==> src/shared/ppacc_pkg.sv <==
// Purpose: shared constants and types for the prescale, alignment and pairing control block
// Assumes: 32-bit AXI4-Lite register access, one register per aligned word
// Notes:   register byte address is four times the register index
package ppacc_pkg;

    // ------------------------------------------------------------------
    // register map
    // ------------------------------------------------------------------
    localparam int unsigned ADDR_W            = 8;
    localparam int unsigned IDX_PRESCALE      = 3;
    localparam int unsigned IDX_CENTER        = 4;
    localparam int unsigned IDX_PAIRING       = 5;
    localparam logic [7:0]  ADDR_PRESCALE     = 8'(IDX_PRESCALE * 4);
    localparam logic [7:0]  ADDR_CENTER       = 8'(IDX_CENTER * 4);
    localparam logic [7:0]  ADDR_PAIRING      = 8'(IDX_PAIRING * 4);

    // ------------------------------------------------------------------
    // field positions and implemented-bit masks
    // ------------------------------------------------------------------
    localparam int unsigned CLK_A_SEL_LSB     = 0;
    localparam int unsigned CLK_B_SEL_LSB     = 4;
    localparam int unsigned FREEZE_STOP_BIT   = 2;
    localparam int unsigned WAIT_STOP_BIT     = 3;
    localparam int unsigned PAIR_CH0_CH1_BIT  = 4;
    localparam int unsigned PAIR_CH2_CH3_BIT  = 5;
    localparam int unsigned PAIR_CH4_CH5_BIT  = 6;
    localparam logic [7:0]  PRESCALE_MASK     = 8'h77;
    localparam logic [7:0]  CENTER_MASK       = 8'h3F;
    localparam logic [7:0]  PAIRING_MASK      = 8'h7C;

    // ------------------------------------------------------------------
    // reset values
    // ------------------------------------------------------------------
    localparam logic [7:0]  PRESCALE_RESET    = 8'h00;
    localparam logic [7:0]  CENTER_RESET      = 8'h00;
    localparam logic [7:0]  PAIRING_RESET     = 8'h00;

    // ------------------------------------------------------------------
    // sizes and bus answers
    // ------------------------------------------------------------------
    localparam int unsigned NUM_CH            = 6;
    localparam int unsigned DIV_SEL_W         = 3;
    localparam int unsigned DIV_CNT_W         = 7;
    localparam logic [1:0]  RESP_OKAY         = 2'h0;
    localparam logic [1:0]  RESP_SLVERR       = 2'h2;

    // effective per-channel configuration handed to the channel logic
    typedef struct packed {
        logic [5:0] time_base_tick;
        logic [5:0] out_enable;
        logic [5:0] center_align;
        logic [5:0] start_high;
        logic [5:0] high_byte;
    } ppacc_chan_cfg_s;

endpackage

==> src/rtl/ppacc_prescaler.sv <==
// Purpose: shared divide chain giving clock A and clock B enable ticks
// Assumes: one free-running counter serves both taps
// Notes:   a select change acts on the very next tick decision
`timescale 1ns/1ps
module ppacc_prescaler #(
    parameter int unsigned CNT_W = ppacc_pkg::DIV_CNT_W
) (
    // clock and reset
    input  wire logic                            core_clk,
    input  wire logic                            reset_n,
    // control
    input  wire logic                            run,
    input  wire logic [ppacc_pkg::DIV_SEL_W-1:0] sel_a,
    input  wire logic [ppacc_pkg::DIV_SEL_W-1:0] sel_b,
    // ticks
    output logic                                 tick_a,
    output logic                                 tick_b
);
    import ppacc_pkg::*;

    logic [CNT_W-1:0] div_cnt;

    // tick when the low sel bits of the count are all ones
    function automatic logic tap_due(input logic [CNT_W-1:0] cnt,
                                     input logic [DIV_SEL_W-1:0] sel);
        logic [CNT_W-1:0] low_mask;
        low_mask = CNT_W'((1 << sel) - 1);
        return &(cnt | ~low_mask);
    endfunction

    // counter holds while the input clock is gated
    always_ff @(posedge core_clk or negedge reset_n) begin
        if (!reset_n) begin
            div_cnt <= '0;
        end else if (run) begin
            div_cnt <= div_cnt + CNT_W'(1);
        end
    end

    assign tick_a = run & tap_due(div_cnt, sel_a);
    assign tick_b = run & tap_due(div_cnt, sel_b);

endmodule

==> src/rtl/ppacc_ctrl.sv <==
// Purpose: prescale select, alignment and channel pairing registers behind AXI4-Lite
// Assumes: scaled clocks and channel enable/polarity/clock-select come from sibling logic
// Notes:   wait and freeze levels are pins and pass a two-stage synchroniser
//
// What this block does
// - clock A is bus clock divided by 1..128 from a 3-bit select field.
// - clock B has its own 3-bit select, same mapping, independent of A.
// - clock A and its scaled form feed only channels 0, 1, 4 and 5.
// - clock B and its scaled form feed only channels 2 and 3.
// - prescale selects are writable anytime and act at once, unsynchronised.
// - six alignment bits, bit n belongs to channel n.
// - alignment bit one gives center alignment, zero gives left alignment.
// - bits 6, 5, 4 merge pairs 4/5, 2/3, 0/1 into 16-bit channels.
// - in a merged pair the even channel holds the high-order byte.
// - merged waveform leaves on the odd output, odd channel controls govern.
// - wait-stop bit set gates the prescaler input clock during wait mode.
// - freeze-stop bit set gates the prescaler input clock during freeze mode.
// - registers stay accessible while frozen; counting resumes on bit clear or exit.
// - all three registers are readable and writable at any time.
// - channel clock-select picks unscaled or scaled clock of its group.
// - a merged even channel has its enable ignored and its output disabled.
// - polarity one starts the cycle high, polarity zero starts low.
//
// Implementation choice: register access over AXI4-Lite.
`timescale 1ns/1ps
module ppacc_ctrl
    import ppacc_pkg::*;
(
    // clock and reset
    input  wire logic                         core_clk,
    input  wire logic                         reset_n,
    // axi4-lite write address
    input  wire logic                         s_axi_awvalid,
    output logic                              s_axi_awready,
    input  wire logic [ppacc_pkg::ADDR_W-1:0] s_axi_awaddr,
    input  wire logic [2:0]                   s_axi_awprot,
    // axi4-lite write data
    input  wire logic                         s_axi_wvalid,
    output logic                              s_axi_wready,
    input  wire logic [31:0]                  s_axi_wdata,
    input  wire logic [3:0]                   s_axi_wstrb,
    // axi4-lite write response
    output logic                              s_axi_bvalid,
    input  wire logic                         s_axi_bready,
    output logic [1:0]                        s_axi_bresp,
    // axi4-lite read address
    input  wire logic                         s_axi_arvalid,
    output logic                              s_axi_arready,
    input  wire logic [ppacc_pkg::ADDR_W-1:0] s_axi_araddr,
    input  wire logic [2:0]                   s_axi_arprot,
    // axi4-lite read data
    output logic                              s_axi_rvalid,
    input  wire logic                         s_axi_rready,
    output logic [31:0]                       s_axi_rdata,
    output logic [1:0]                        s_axi_rresp,
    // processor mode pins
    input  wire logic                         wait_mode_pin,
    input  wire logic                         freeze_mode_pin,
    // sibling channel controls and scaled clocks
    input  wire logic [5:0]                   channel_enable_bit,
    input  wire logic [5:0]                   channel_polarity_bit,
    input  wire logic [5:0]                   channel_clock_select_bit,
    input  wire logic                         scaled_a_tick,
    input  wire logic                         scaled_b_tick,
    // time base and channel configuration
    output logic                              clk_a_tick,
    output logic                              clk_b_tick,
    output logic                              prescaler_running,
    output ppacc_pkg::ppacc_chan_cfg_s        chan_cfg
);
    import ppacc_pkg::*;

    // ------------------------------------------------------------------
    // register storage
    // ------------------------------------------------------------------
    logic [7:0] prescale_clock_select;
    logic [7:0] center_align_enable;
    logic [7:0] channel_pairing_control;

    // ------------------------------------------------------------------
    // bus slave state
    // ------------------------------------------------------------------
    logic              aw_full;
    logic [ADDR_W-1:0] aw_addr_q;
    logic              w_full;
    logic [7:0]        w_byte_q;
    logic              w_lane0_q;
    logic              next_aw_full;
    logic              next_w_full;
    logic              next_bvalid;
    logic              next_rvalid;

    // ------------------------------------------------------------------
    // decode helpers
    // ------------------------------------------------------------------

    // register read value, zero for reserved bits and unmapped words
    function automatic logic [7:0] reg_value(input logic [ADDR_W-1:0] addr,
                                             input logic [7:0] pre,
                                             input logic [7:0] cae,
                                             input logic [7:0] ctl);
        logic [7:0] val;
        val = 8'h00;
        case (addr)
            ADDR_PRESCALE: val = pre & PRESCALE_MASK;
            ADDR_CENTER:   val = cae & CENTER_MASK;
            ADDR_PAIRING:  val = ctl & PAIRING_MASK;
            default:       val = 8'h00;
        endcase
        return val;
    endfunction

    // true for one of the three mapped words
    function automatic logic addr_mapped(input logic [ADDR_W-1:0] addr);
        return (addr == ADDR_PRESCALE) || (addr == ADDR_CENTER) || (addr == ADDR_PAIRING);
    endfunction

    // odd partner value of a channel field when its pair is merged
    function automatic logic [5:0] govern_by_odd(input logic [5:0] bits,
                                                 input logic [2:0] pair_on);
        logic [5:0] res;
        res = bits;
        for (int p = 0; p < 3; p++) begin
            if (pair_on[p]) begin
                res[2*p] = bits[2*p+1];
            end
        end
        return res;
    endfunction

    // ------------------------------------------------------------------
    // write channel handshakes
    // ------------------------------------------------------------------
    wire aw_hs      = s_axi_awvalid & s_axi_awready;
    wire w_hs       = s_axi_wvalid & s_axi_wready;
    wire do_write   = aw_full & w_full & ~s_axi_bvalid;
    wire write_ok   = addr_mapped(aw_addr_q);
    wire b_done     = s_axi_bvalid & s_axi_bready;
    wire ar_hs      = s_axi_arvalid & s_axi_arready;
    wire r_done     = s_axi_rvalid & s_axi_rready;
    wire lane_write = do_write & w_lane0_q;
    wire wr_pre     = lane_write & (aw_addr_q == ADDR_PRESCALE);
    wire wr_cae     = lane_write & (aw_addr_q == ADDR_CENTER);
    wire wr_ctl     = lane_write & (aw_addr_q == ADDR_PAIRING);

    // next-state of the handshake holders
    assign next_aw_full = (aw_full | aw_hs) & ~do_write;
    assign next_w_full  = (w_full | w_hs) & ~do_write;
    assign next_bvalid  = do_write | (s_axi_bvalid & ~b_done);
    assign next_rvalid  = ar_hs | (s_axi_rvalid & ~r_done);

    // address and data holders, taken in either order
    always_ff @(posedge core_clk or negedge reset_n) begin
        if (!reset_n) begin
            aw_full   <= 1'b0;
            aw_addr_q <= '0;
            w_full    <= 1'b0;
            w_byte_q  <= 8'h00;
            w_lane0_q <= 1'b0;
        end else begin
            aw_full <= next_aw_full;
            w_full  <= next_w_full;
            if (aw_hs) begin
                aw_addr_q <= s_axi_awaddr;
            end
            if (w_hs) begin
                w_byte_q  <= s_axi_wdata[7:0];
                w_lane0_q <= s_axi_wstrb[0];
            end
        end
    end

    // ready and response flops
    always_ff @(posedge core_clk or negedge reset_n) begin
        if (!reset_n) begin
            s_axi_awready <= 1'b0;
            s_axi_wready  <= 1'b0;
            s_axi_bvalid  <= 1'b0;
            s_axi_bresp   <= RESP_OKAY;
        end else begin
            s_axi_awready <= ~next_aw_full & ~next_bvalid;
            s_axi_wready  <= ~next_w_full & ~next_bvalid;
            s_axi_bvalid  <= next_bvalid;
            if (do_write) begin
                s_axi_bresp <= write_ok ? RESP_OKAY : RESP_SLVERR;
            end
        end
    end

    // ------------------------------------------------------------------
    // read channel, answered on the same edge that takes the address
    // ------------------------------------------------------------------
    always_ff @(posedge core_clk or negedge reset_n) begin
        if (!reset_n) begin
            s_axi_arready <= 1'b0;
            s_axi_rvalid  <= 1'b0;
            s_axi_rdata   <= 32'h0000_0000;
            s_axi_rresp   <= RESP_OKAY;
        end else begin
            s_axi_arready <= ~next_rvalid;
            s_axi_rvalid  <= next_rvalid;
            if (ar_hs) begin
                s_axi_rdata <= {24'h00_0000, reg_value(s_axi_araddr, prescale_clock_select,
                                                        center_align_enable,
                                                        channel_pairing_control)};
                s_axi_rresp <= addr_mapped(s_axi_araddr) ? RESP_OKAY : RESP_SLVERR;
            end
        end
    end

    // ------------------------------------------------------------------
    // configuration registers, writable at any moment
    // ------------------------------------------------------------------
    always_ff @(posedge core_clk or negedge reset_n) begin
        if (!reset_n) begin
            prescale_clock_select   <= PRESCALE_RESET;
            center_align_enable     <= CENTER_RESET;
            channel_pairing_control <= PAIRING_RESET;
        end else begin
            if (wr_pre) begin
                prescale_clock_select <= w_byte_q & PRESCALE_MASK;
            end
            if (wr_cae) begin
                center_align_enable <= w_byte_q & CENTER_MASK;
            end
            if (wr_ctl) begin
                channel_pairing_control <= w_byte_q & PAIRING_MASK;
            end
        end
    end

    // ------------------------------------------------------------------
    // field views
    // ------------------------------------------------------------------
    wire [DIV_SEL_W-1:0] clk_a_divider_sel = prescale_clock_select[CLK_A_SEL_LSB +: DIV_SEL_W];
    wire [DIV_SEL_W-1:0] clk_b_divider_sel = prescale_clock_select[CLK_B_SEL_LSB +: DIV_SEL_W];
    wire [5:0] center_align_bit  = center_align_enable[5:0];
    wire       pair_ch0_ch1      = channel_pairing_control[PAIR_CH0_CH1_BIT];
    wire       pair_ch2_ch3      = channel_pairing_control[PAIR_CH2_CH3_BIT];
    wire       pair_ch4_ch5      = channel_pairing_control[PAIR_CH4_CH5_BIT];
    wire       wait_clock_stop   = channel_pairing_control[WAIT_STOP_BIT];
    wire       freeze_clock_stop = channel_pairing_control[FREEZE_STOP_BIT];
    wire [2:0] pair_on           = {pair_ch4_ch5, pair_ch2_ch3, pair_ch0_ch1};

    // ------------------------------------------------------------------
    // mode pin synchronisers
    // ------------------------------------------------------------------
    logic wait_meta;
    logic wait_sync;
    logic freeze_meta;
    logic freeze_sync;

    always_ff @(posedge core_clk or negedge reset_n) begin
        if (!reset_n) begin
            wait_meta   <= 1'b0;
            wait_sync   <= 1'b0;
            freeze_meta <= 1'b0;
            freeze_sync <= 1'b0;
        end else begin
            wait_meta   <= wait_mode_pin;
            wait_sync   <= wait_meta;
            freeze_meta <= freeze_mode_pin;
            freeze_sync <= freeze_meta;
        end
    end

    // prescaler input clock gate
    wire gate_wait   = wait_sync & wait_clock_stop;
    wire gate_freeze = freeze_sync & freeze_clock_stop;
    wire presc_run   = ~gate_wait & ~gate_freeze;

    // ------------------------------------------------------------------
    // divide chain
    // ------------------------------------------------------------------
    logic raw_tick_a;
    logic raw_tick_b;

    ppacc_prescaler #(
        .CNT_W (DIV_CNT_W)
    ) u_prescaler (
        .core_clk (core_clk),
        .reset_n  (reset_n),
        .run      (presc_run),
        .sel_a    (clk_a_divider_sel),
        .sel_b    (clk_b_divider_sel),
        .tick_a   (raw_tick_a),
        .tick_b   (raw_tick_b)
    );

    // ------------------------------------------------------------------
    // per-channel effective settings
    // ------------------------------------------------------------------
    wire [5:0] eff_clk_sel  = govern_by_odd(channel_clock_select_bit, pair_on);
    wire [5:0] eff_polarity = govern_by_odd(channel_polarity_bit, pair_on);
    wire [5:0] eff_center   = govern_by_odd(center_align_bit, pair_on);
    wire [5:0] even_off     = {1'b0, pair_on[2], 1'b0, pair_on[1], 1'b0, pair_on[0]};
    wire [5:0] eff_enable   = govern_by_odd(channel_enable_bit, pair_on) & ~even_off;
    wire [5:0] high_byte    = even_off;
    wire [5:0] group_plain  = {raw_tick_a, raw_tick_a, raw_tick_b, raw_tick_b,
                               raw_tick_a, raw_tick_a};
    wire [5:0] group_scaled = {scaled_a_tick, scaled_a_tick, scaled_b_tick, scaled_b_tick,
                               scaled_a_tick, scaled_a_tick};
    wire [5:0] base_tick    = (eff_clk_sel & group_scaled) | (~eff_clk_sel & group_plain);

    // output flops
    always_ff @(posedge core_clk or negedge reset_n) begin
        if (!reset_n) begin
            clk_a_tick        <= 1'b0;
            clk_b_tick        <= 1'b0;
            prescaler_running <= 1'b0;
            chan_cfg          <= '0;
        end else begin
            clk_a_tick                <= raw_tick_a;
            clk_b_tick                <= raw_tick_b;
            prescaler_running         <= presc_run;
            chan_cfg.time_base_tick   <= base_tick;
            chan_cfg.out_enable       <= eff_enable;
            chan_cfg.center_align     <= eff_center;
            chan_cfg.start_high       <= eff_polarity;
            chan_cfg.high_byte        <= high_byte;
        end
    end
endmodule

==> config.mk <==
export PLATFORM = sky130hd
export DESIGN_NAME = ppacc_ctrl
export DESIGN_NICKNAME = d
export VERILOG_FILES = /design/src/shared/ppacc_pkg.sv /design/src/rtl/ppacc_prescaler.sv /design/src/rtl/ppacc_ctrl.sv
export SDC_FILE = /design/constraint.sdc
export NUM_CORES = 1
export LEC_CHECK = 0
export BUFFER_PORTS_ARGS = -buffer_cell sky130_fd_sc_hd__buf_2
export CAP_MARGIN = 20
export CORE_MARGIN = 1
export CORE_UTILIZATION = 48
export DETAILED_ROUTE_END_ITERATION = 10
export GPL_ROUTABILITY_DRIVEN = 0
export PLACE_DENSITY = 0.8
export SYNTH_ARGS = -nofsm -noshare
export SYNTH_HDL_FRONTEND = slang
export SYNTH_SLANG_ARGS = --single-unit
==> constraint.sdc <==
create_clock -name core_clk -period 2.4 [get_ports core_clk]
set_input_delay 0.12 -clock core_clk [delete_from_list [all_inputs] [get_ports core_clk]]
set_output_delay 0.12 -clock core_clk [all_outputs]
set_load 0.005 [all_outputs]
* Word-level counts from Yosys, hierarchy flattened
Index checks and enable logic that the tools add are counted.
Word-level totals: bits of input ports 87, output and inout bits 74, latch bits 0, flip-flop bits (word level) 93, logic and storage cells 107, memories 0, ROM bits 0, RAM bits 0
Operators by class: bitwise gates (word level) 46, add/subtract/negate cells 3, shift-type cells 2, muxes and demuxes 15, equality and inequality tests 6, reductions and logical operators 6, div/mod/pow operators 0, $mul 0, $lt $le $gt $ge 0
Operators by type and width (count):
- $eq 8x5->1 const B | 4
- $and 1x1->1 | 22
- $pmux 7 s3 | 1
- $and 6x6->6 | 3
- $eq 8x4->1 const B | 2
- $not 7->7 | 2
- $or 7x7->7 | 2
- $reduce_and 7->1 | 2
- $shl 1x3->7 const A | 2
- $sub 7x2->7 const B | 2
- $mux 1 | 12
- $not 1->1 | 10
- $add 7x1->7 const B | 1
- $not 5->6 | 1
- $not 6->6 | 1
- $or 6x6->6 | 1
- $logic_or 1x1->1 | 4
- $mux 2 | 2
- $or 1x1->1 | 4

* Logic depth before layout (Yosys ltp)
Gate-level depths: netlist of run 1.
depth in word-level cells 8, depth in mapped cells 8, mapped depth without buffers 7

* Hierarchy
A second synthesis of run 1 with hierarchy kept.
Second synthesis, totals: cell total of the unflattened synthesis 265, area, all modules 3719.8 um^2
By module, submodules not included:
- ppacc_ctrl | cells an instance 224, area an instance 3325.7 um^2, sequential area each 2077.0 um^2, instances 1
- ppacc_prescaler | cells an instance 41, area an instance 394.1 um^2, sequential area each 175.2 um^2, instances 1

* Worst setup path before layout of run 1
No wires, ideal clock.
path kind register to register, from register prescale_clock_select[6], to register chan_cfg[26] (netlist bit), cell stages (with the launch flop) 8, path buffers 1, arrival 1641 ps, library setup time 101 ps, slack 658 ps, path through dfrtp_1 > buf_4 > nor3_2 > inv_1 > ha_1 > o221ai_2 > a211o_1 > o32ai_1
Between the ends: cells in the longest elaborated chain, start to end 8
Ends and longest elaborated chain:
- start: declaration | RTL line ppacc_ctrl.sv:76 | logic [7:0] prescale_clock_select;
- start signal: assignment | RTL line ppacc_ctrl.sv:221 | prescale_clock_select <= w_byte_q & PRESCALE_MASK;
- $shl 1x3->7 | RTL line ppacc_prescaler.sv:27 | low_mask = CNT_W'((1 << sel) - 1);
- $sub 7x2->7 | RTL line ppacc_prescaler.sv:27
- $not 7->7 | RTL line ppacc_prescaler.sv:28 | return &(cnt | ~low_mask);
- $or 7x7->7 | RTL line ppacc_prescaler.sv:28
- $reduce_and 7->1 | RTL line ppacc_prescaler.sv:28
- $and 1x1->1 | RTL line ppacc_prescaler.sv:41 | assign tick_b = run & tap_due(div_cnt, sel_b);
- $and 6x6->6 | RTL line ppacc_ctrl.sv:303 | wire [5:0] base_tick = (eff_clk_sel & group_scaled) | (~eff_clk_sel & group_plain);
- $or 6x6->6 | RTL line ppacc_ctrl.sv:303
- via base_tick[2] | RTL line ppacc_ctrl.sv:303
- end: declaration | RTL line ppacc_ctrl.sv:69 | output ppacc_pkg::ppacc_chan_cfg_s chan_cfg
The timed path passes the listed nets, and every way through them passes these cells. A chain may end at the register's enable or synchronous reset.

* Worst setup path in the final report of run 1
from register prescale_clock_select[6], to register chan_cfg[27] (netlist bit)
The elaborated chain is that of the path after synthesis.

==> impl_results.md, run 1 <==
* Status: complete, no violations
* Mapped Cells at 294
* Int Power at 2.89 mW
* Final net count at 514
* Num ports at 161
* Largest net degree at the start of global routing at 56
* Layout Utilization at 0.622
* Relative slew slack at 0.657
* Post-synthesis sequential area ratio at 0.586
* Hold buffers post-CTS at 31
* Synthesized area at 3840 um2
* Reg2Reg Launch Point: prescale_clock_select[6]$_DFFE_PN0P_
* Clock power share at 0.250
* CP Launch Point: prescale_clock_select[6]$_DFFE_PN0P_
* Final min period at 1.92 ns
* Post-synth top area share at 0.586
* GRT overflow at 0
* Switch Pwr at 1.18 mW
* Worst setup SP type: flip-flop
* Post-synth EDFFs at 0
* Critical path fanouts, max at 10
* Detailed-route via count at 2,609
* WL final at 7.54 mm
* Share of flip-flops with an asynchronous set or reset at 1.00
* CTS tree: done
* # setup viols final at 0
* Area growth syn-to-layout at 25.2%
* Synth Register Bits at 90
* Max stage delay on crit path at 0.50 ns
* Max-capacitance violation count at 0
* Buffers & Inverters on Critical Path at 1
* Clock root cell: clkbuf_8
* Core area at 7730 um2
* Hold Fails Final Rpt at 0
* Most instantiated library cell after synthesis: dfrtp_1
* Sw frac at 0.290
* Top delay family on crit path: compound AO/OA/AOI/OAI gates
* Seq pwr share at 0.530
* Yosys top cell by area: dfrtp_1
* Syn avg cell area at 13.1 um2
* Most frequent cells after synthesis: dfrtp_1, mux2_2, buf_4
* Finished Cell Area at 4810 um2
* CTS H-tree lvls at 3
* Comb pwr share at 0.220
* Vias in the first global route at 2,662
* Placed cell area at 4300 um2
* Post-cts sizing count at 0
* Worst vdd ir at 643 uV
* Final Max Slew Viols at 0
* TritonRoute pass-1 iters at 4
* DR vias/cell at 4.90
* YS warnings at 0
* Leakage power at 2.38 nW
* Num CTS Buffers at 9
* Fraction of layout cells with a size suffix above 1 at 0.374
* Hold path start: s_axi_wstrb[0]
* Top cells by area, synth: dfrtp_1, mux2_2, buf_4
* Initial antenna violation count at 0
* Drt first-iter violations at 119
* Later-pin clock latency in the skew report at 0.35 ns
* Antenna cell count at 0
* Clock Skew at 0.0116 ns
* Critical path class: flip-flop to flip-flop
* Die Span Y at 91.5 um
* Yosys cell types at 43
* Final period util at 0.799
* Worst path required time at 2.64 ns
* Total GRT Usage at 0.197
* Worst-margin pin slew at 0.507 ns
* Fmax at 0.522 GHz
* Num rows at 32
* Clk slew on worst S/H paths at 0.08 ns
* Hold Crit Class: input port to flip-flop
* Crit-path slowest cell: dfrtp_1
* WL/cell at 14.2 um
* Final setup TNS at 0 ns
* CP Cell Sequence: nor3_2 -> inv_1 -> ha_1 -> o221ai_2 -> a211o_1 -> o41ai_1
* First-pass GRT wire length at 12.7 mm
* Dpl hpwl at 5.29 mm
* Most common flop cell mapped by yosys: dfrtp_1
* Cell Pwr Density at 847 nW/um2
* ANT nets after route at 0
* Critical path arrival at 2.16 ns
* Initial core utilization at 0.497
* RSZ-0062 raised after global routing: false
* Post-CTS Setup Bufs at 0
* Clk sinks at 90
* CP Capture Type: flip-flop
* Clock Tree Buf Depth at 2
* Total Die Area at 8370 um2
* Die Span X at 91.5 um
* DR DRC count at 0
* PortBufs at 96
metrics by stage:
| stage | total power, mW | hold slack (ns) | std cells | worst slack, ns |
|---|---|---|---|---|
| 6_report | 4.07 | 0.0122 | 532 | 0.483 |
| 5_1_grt | 4.34 | 0.00442 | 532 | 0.358 |
| 4_1_cts | 4.11 | 0.00414 | 532 | 0.478 |
| 3_5_place_dp | 3.05 | 0.102 | 485 | 0.495 |
| 3_3_place_gp | 2.99 | 0.100 | 485 | 0.509 |
| 2_1_floorplan | 2.76 | -0.176 | 323 | 0.658 |
flip-flops by register name (all words and copies together) (netlist names), 5 cells and up:
| register | cells |
|---|---|
| aw_addr_q | 8 |
| center_align_enable | 6 |
| chan_cfg | 27 |
| channel_pairing_control | 5 |
| prescale_clock_select | 6 |
| s_axi_rdata | 7 |
| u_prescaler.div_cnt | 7 |
| w_byte_q | 7 |
cell type report:
class                           count  area (um2)
Multi-Input combinational cell    188        1390
Fill cell                         623        2920
Tap cell                          102         128
Timing Repair Buffer              129         821
Sequential cell                    90        2250
Inverter                            7        26.3
Clock inverter                      4        51.3
Clock buffer                       12         145
placed cells by master (no fill, tap or decap), drive strengths merged, types with 10 or more instances in the layout:
cell type / count
nor2: 10
dfrtp: 90
mux2: 42
conb: 30
dlygate4sd3: 31
nand2: 19
clkbuf: 12
buf: 98
o21ai: 12
power by group through the flow:
stage / Clock, mW / Combinational (mW) / Sequential [mW]
after floorplan: 0 / 0.660 / 2.09
after global placement: 0 / 0.825 / 2.17
after detailed placement: 0 / 0.864 / 2.19
after CTS: 1.04 / 0.905 / 2.16
after global routing: 1.13 / 1.00 / 2.21
final: 1.02 / 0.895 / 2.16
worst paths after layout:
check / endpoint / slack [ns] / depth (start not counted)
max: chan_cfg[27]$_DFF_PN0_ / 0.48 / 6
min: w_lane0_q$_DFFE_PN0P_ / 0.01 / 2
max reg2reg: chan_cfg[27]$_DFF_PN0_ / 0.48 / 6
min reg2reg: wait_sync$_DFF_PN0_ / 0.35 / 0
max in group asynchronous: aw_addr_q[5]$_DFFE_PN0P_ / 1.51 / 3
min in group asynchronous: aw_addr_q[0]$_DFFE_PN0P_ / 0.26 / 2
cell families (layout without fill, tap and decap cells):
logic type	after synthesis	after routing	share of synthesized area
buf+inv	45	152	0.0814
fa+ha+maj	2	2	0.00651
other cells	1	30	0.000976
simple gates	62	62	0.0873
flops	90	90	0.586
mux	49	49	0.147
xor+xnor	7	7	0.0160
compound gates	38	38	0.0746
routing by layer:
layer,vias up,part of all wire,GRT usage,routed length [um]
li1,1225,-,-,-
met1,1271,0.43,0.253,3240
met2,102,0.49,0.326,3690
met3,11,0.060,0.0410,456
met4,0,0.020,0.0780,150
met5,-,0,0,0
Note: power is estimated with default switching activity, not from simulation.
==> run 2, diff against run 1 <==
--- a/config.mk
+++ b/config.mk
@@ -8,10 +8,10 @@
 export BUFFER_PORTS_ARGS = -buffer_cell sky130_fd_sc_hd__buf_2
 export CAP_MARGIN = 20
 export CORE_MARGIN = 1
-export CORE_UTILIZATION = 48
+export CORE_UTILIZATION = 43
 export DETAILED_ROUTE_END_ITERATION = 10
 export GPL_ROUTABILITY_DRIVEN = 0
-export PLACE_DENSITY = 0.8
+export PLACE_DENSITY = 0.76
 export SYNTH_ARGS = -nofsm -noshare
 export SYNTH_HDL_FRONTEND = slang
 export SYNTH_SLANG_ARGS = --single-unit
==> constraint.sdc (replaced) <==
create_clock -name core_clk -period 1.6 [get_ports core_clk]
set_input_delay 0.08 -clock core_clk [delete_from_list [all_inputs] [get_ports core_clk]]
set_output_delay 0.08 -clock core_clk [all_outputs]
set_load 0.005 [all_outputs]
==> impl_results.md, run 2 (synthesis gave the netlist of run 1 again) <==
* Final Worst Setup Slack at -0.0897 ns
* WL final at 8.12 mm
* Clock Skew at 0.0132 ns
* Hold Fails Final Rpt at 0
* Num CTS Buffers at 9
* RSZ-0062 raised after global routing: true
* Worst setup SP type: flip-flop
* TritonRoute pass-1 iters at 4
* Dpl ws at -0.186 ns
* Die Span X at 96.5 um
* Hold Crit Class: input port to flip-flop
* Initial antenna violation count at 0
* DR DRC count at 0
* Clk slew on worst S/H paths at 0.09 ns
* Final Max Slew Viols at 0
* First-pass GRT wire length at 13.2 mm
* Largest register FFs at 27
* PortBufs at 96
* Cell Pwr Density at 1250 nW/um2
* Critical path fanouts, max at 4
* Final period util at 1.06
* Most frequent cells in the layout: buf_2, dfrtp_1, dlygate4sd3_1
* Placed cell area at 4430 um2
* ANT nets after route at 0
* Vias in the first global route at 2,792
* WL/cell at 14.4 um
* # setup viols final at 8
* Most common cell after layout, fill and taps aside: buf_2
* Leakage power at 2.52 nW
* Fmax at 0.592 GHz
* Detailed-route via count at 2,720
* Critical path class: flip-flop to flip-flop
* Drt first-iter violations at 134
* Clock Tree Buf Depth at 2
* Antenna cell count at 0
* Top Registers: chan_cfg: 27 flops, aw_addr_q: 8 flops
* Status: finished with violations
* CTS tree: done
* Worst path required time at 1.85 ns
* Total GRT Usage at 0.192
* Final min period at 1.69 ns
* Fraction of layout cells with a size suffix above 1 at 0.409
* Worst vdd ir at 1110 uV
* Final net count at 539
* Later-pin clock latency in the skew report at 0.36 ns
* CTS H-tree lvls at 3
* Clock root cell: clkbuf_8
* Num ports at 161
* Final Hold Slack at 0.0327 ns
* Finished Cell Area at 5090 um2
* Biggest register: chan_cfg
* Max-capacitance violation count at 0
* Final setup TNS at -0.281 ns
* Total Die Area at 9320 um2
* Worst-margin pin slew at 0.503 ns
* CP Capture Type: flip-flop
* DR vias/cell at 4.83
* GRT overflow at 0
* Clk sinks at 90
* Core area at 8680 um2
* Area growth syn-to-layout at 32.5%
* Largest net degree at the start of global routing at 39
* Initial core utilization at 0.443
* Critical path arrival at 1.94 ns
* Num rows at 34
* Dpl hpwl at 5.48 mm
* Die Span Y at 96.5 um
* Relative slew slack at 0.664
* Failing checks: setup timing
==> run 2: critical path, stage by stage (launching register included) <==
cell and delay (ns):
dfrtp_2 0.45, nor3_4 0.19, inv_1 0.06, ha_1 0.28, o221ai_2 0.09, a211o_1 0.29
o41ai_2 0.23
==> run 2: final cells by class <==
type | count | area [um2]
flip-flops and latches | 90 | 2250
well taps | 108 | 135
clock buffers | 10 | 138
multi-input cells | 188 | 1430
repair buffers | 154 | 1050
inverters | 7 | 26.3
fillers | 688 | 3590
clock inverters | 6 | 65.1
==> run 2: path summary, 6_finish.rpt <==
kind                                                    to                                  from  depth (start not counted)  slack (ns)
min in group asynchronous         aw_addr_q[4]$_DFFE_PN0P_                               reset_n                          2        0.23
worst max-delay path                chan_cfg[27]$_DFF_PN0_  prescale_clock_select[6]$_DFFE_PN0P_                          6       -0.09
worst min-delay path            s_axi_rdata[3]$_DFFE_PN0P_                       s_axi_araddr[6]                          4        0.03
worst min register to register         wait_sync$_DFF_PN0_                   wait_meta$_DFF_PN0_                          0        0.37
worst max register to register      chan_cfg[27]$_DFF_PN0_  prescale_clock_select[6]$_DFFE_PN0P_                          6       -0.09
max in group asynchronous       s_axi_rdata[1]$_DFFE_PN0P_                               reset_n                          3        0.78
==> run 2: repair_timing <==
item                                   in CTS  in global routing
setup endpoints to repair                  14                 19
hold buffers                               41                  0
resized for setup                           5                  4
buffers inserted                            1                  1
cloned                                      0                  0
endpoints found under the hold margin      76                  0
pin swaps                                   1                  0
==> run 2: power by group <==
group          switching, mW  internal, mW
clock                  0.801         0.767
sequential             0.486          2.80
combinational          0.623         0.882
total                   1.91          4.45
==> run 2: layer usage <==
| layer | GRT usage | routed length, um | part of all wire | up-vias |
|---|---|---|---|---|
| met1 | 0.229 | 3440 | 0.42 | 1326 |
| met4 | 0.0527 | 97 | 0.012 | 0 |
| met2 | 0.331 | 4070 | 0.50 | 113 |
| met5 | 0 | 0 | 0 | - |
| li1 | - | - | - | 1272 |
| met3 | 0.0665 | 519 | 0.064 | 9 |
==> run 2: per-stage QoR <==
step	utilization	total power, mW	cells
after floorplan	-	4.14	323
after global placement	0.510	4.58	504
after detailed placement	0.510	4.67	504
after CTS	0.584	6.35	562
after global routing	0.587	6.77	563
final	0.587	6.36	563
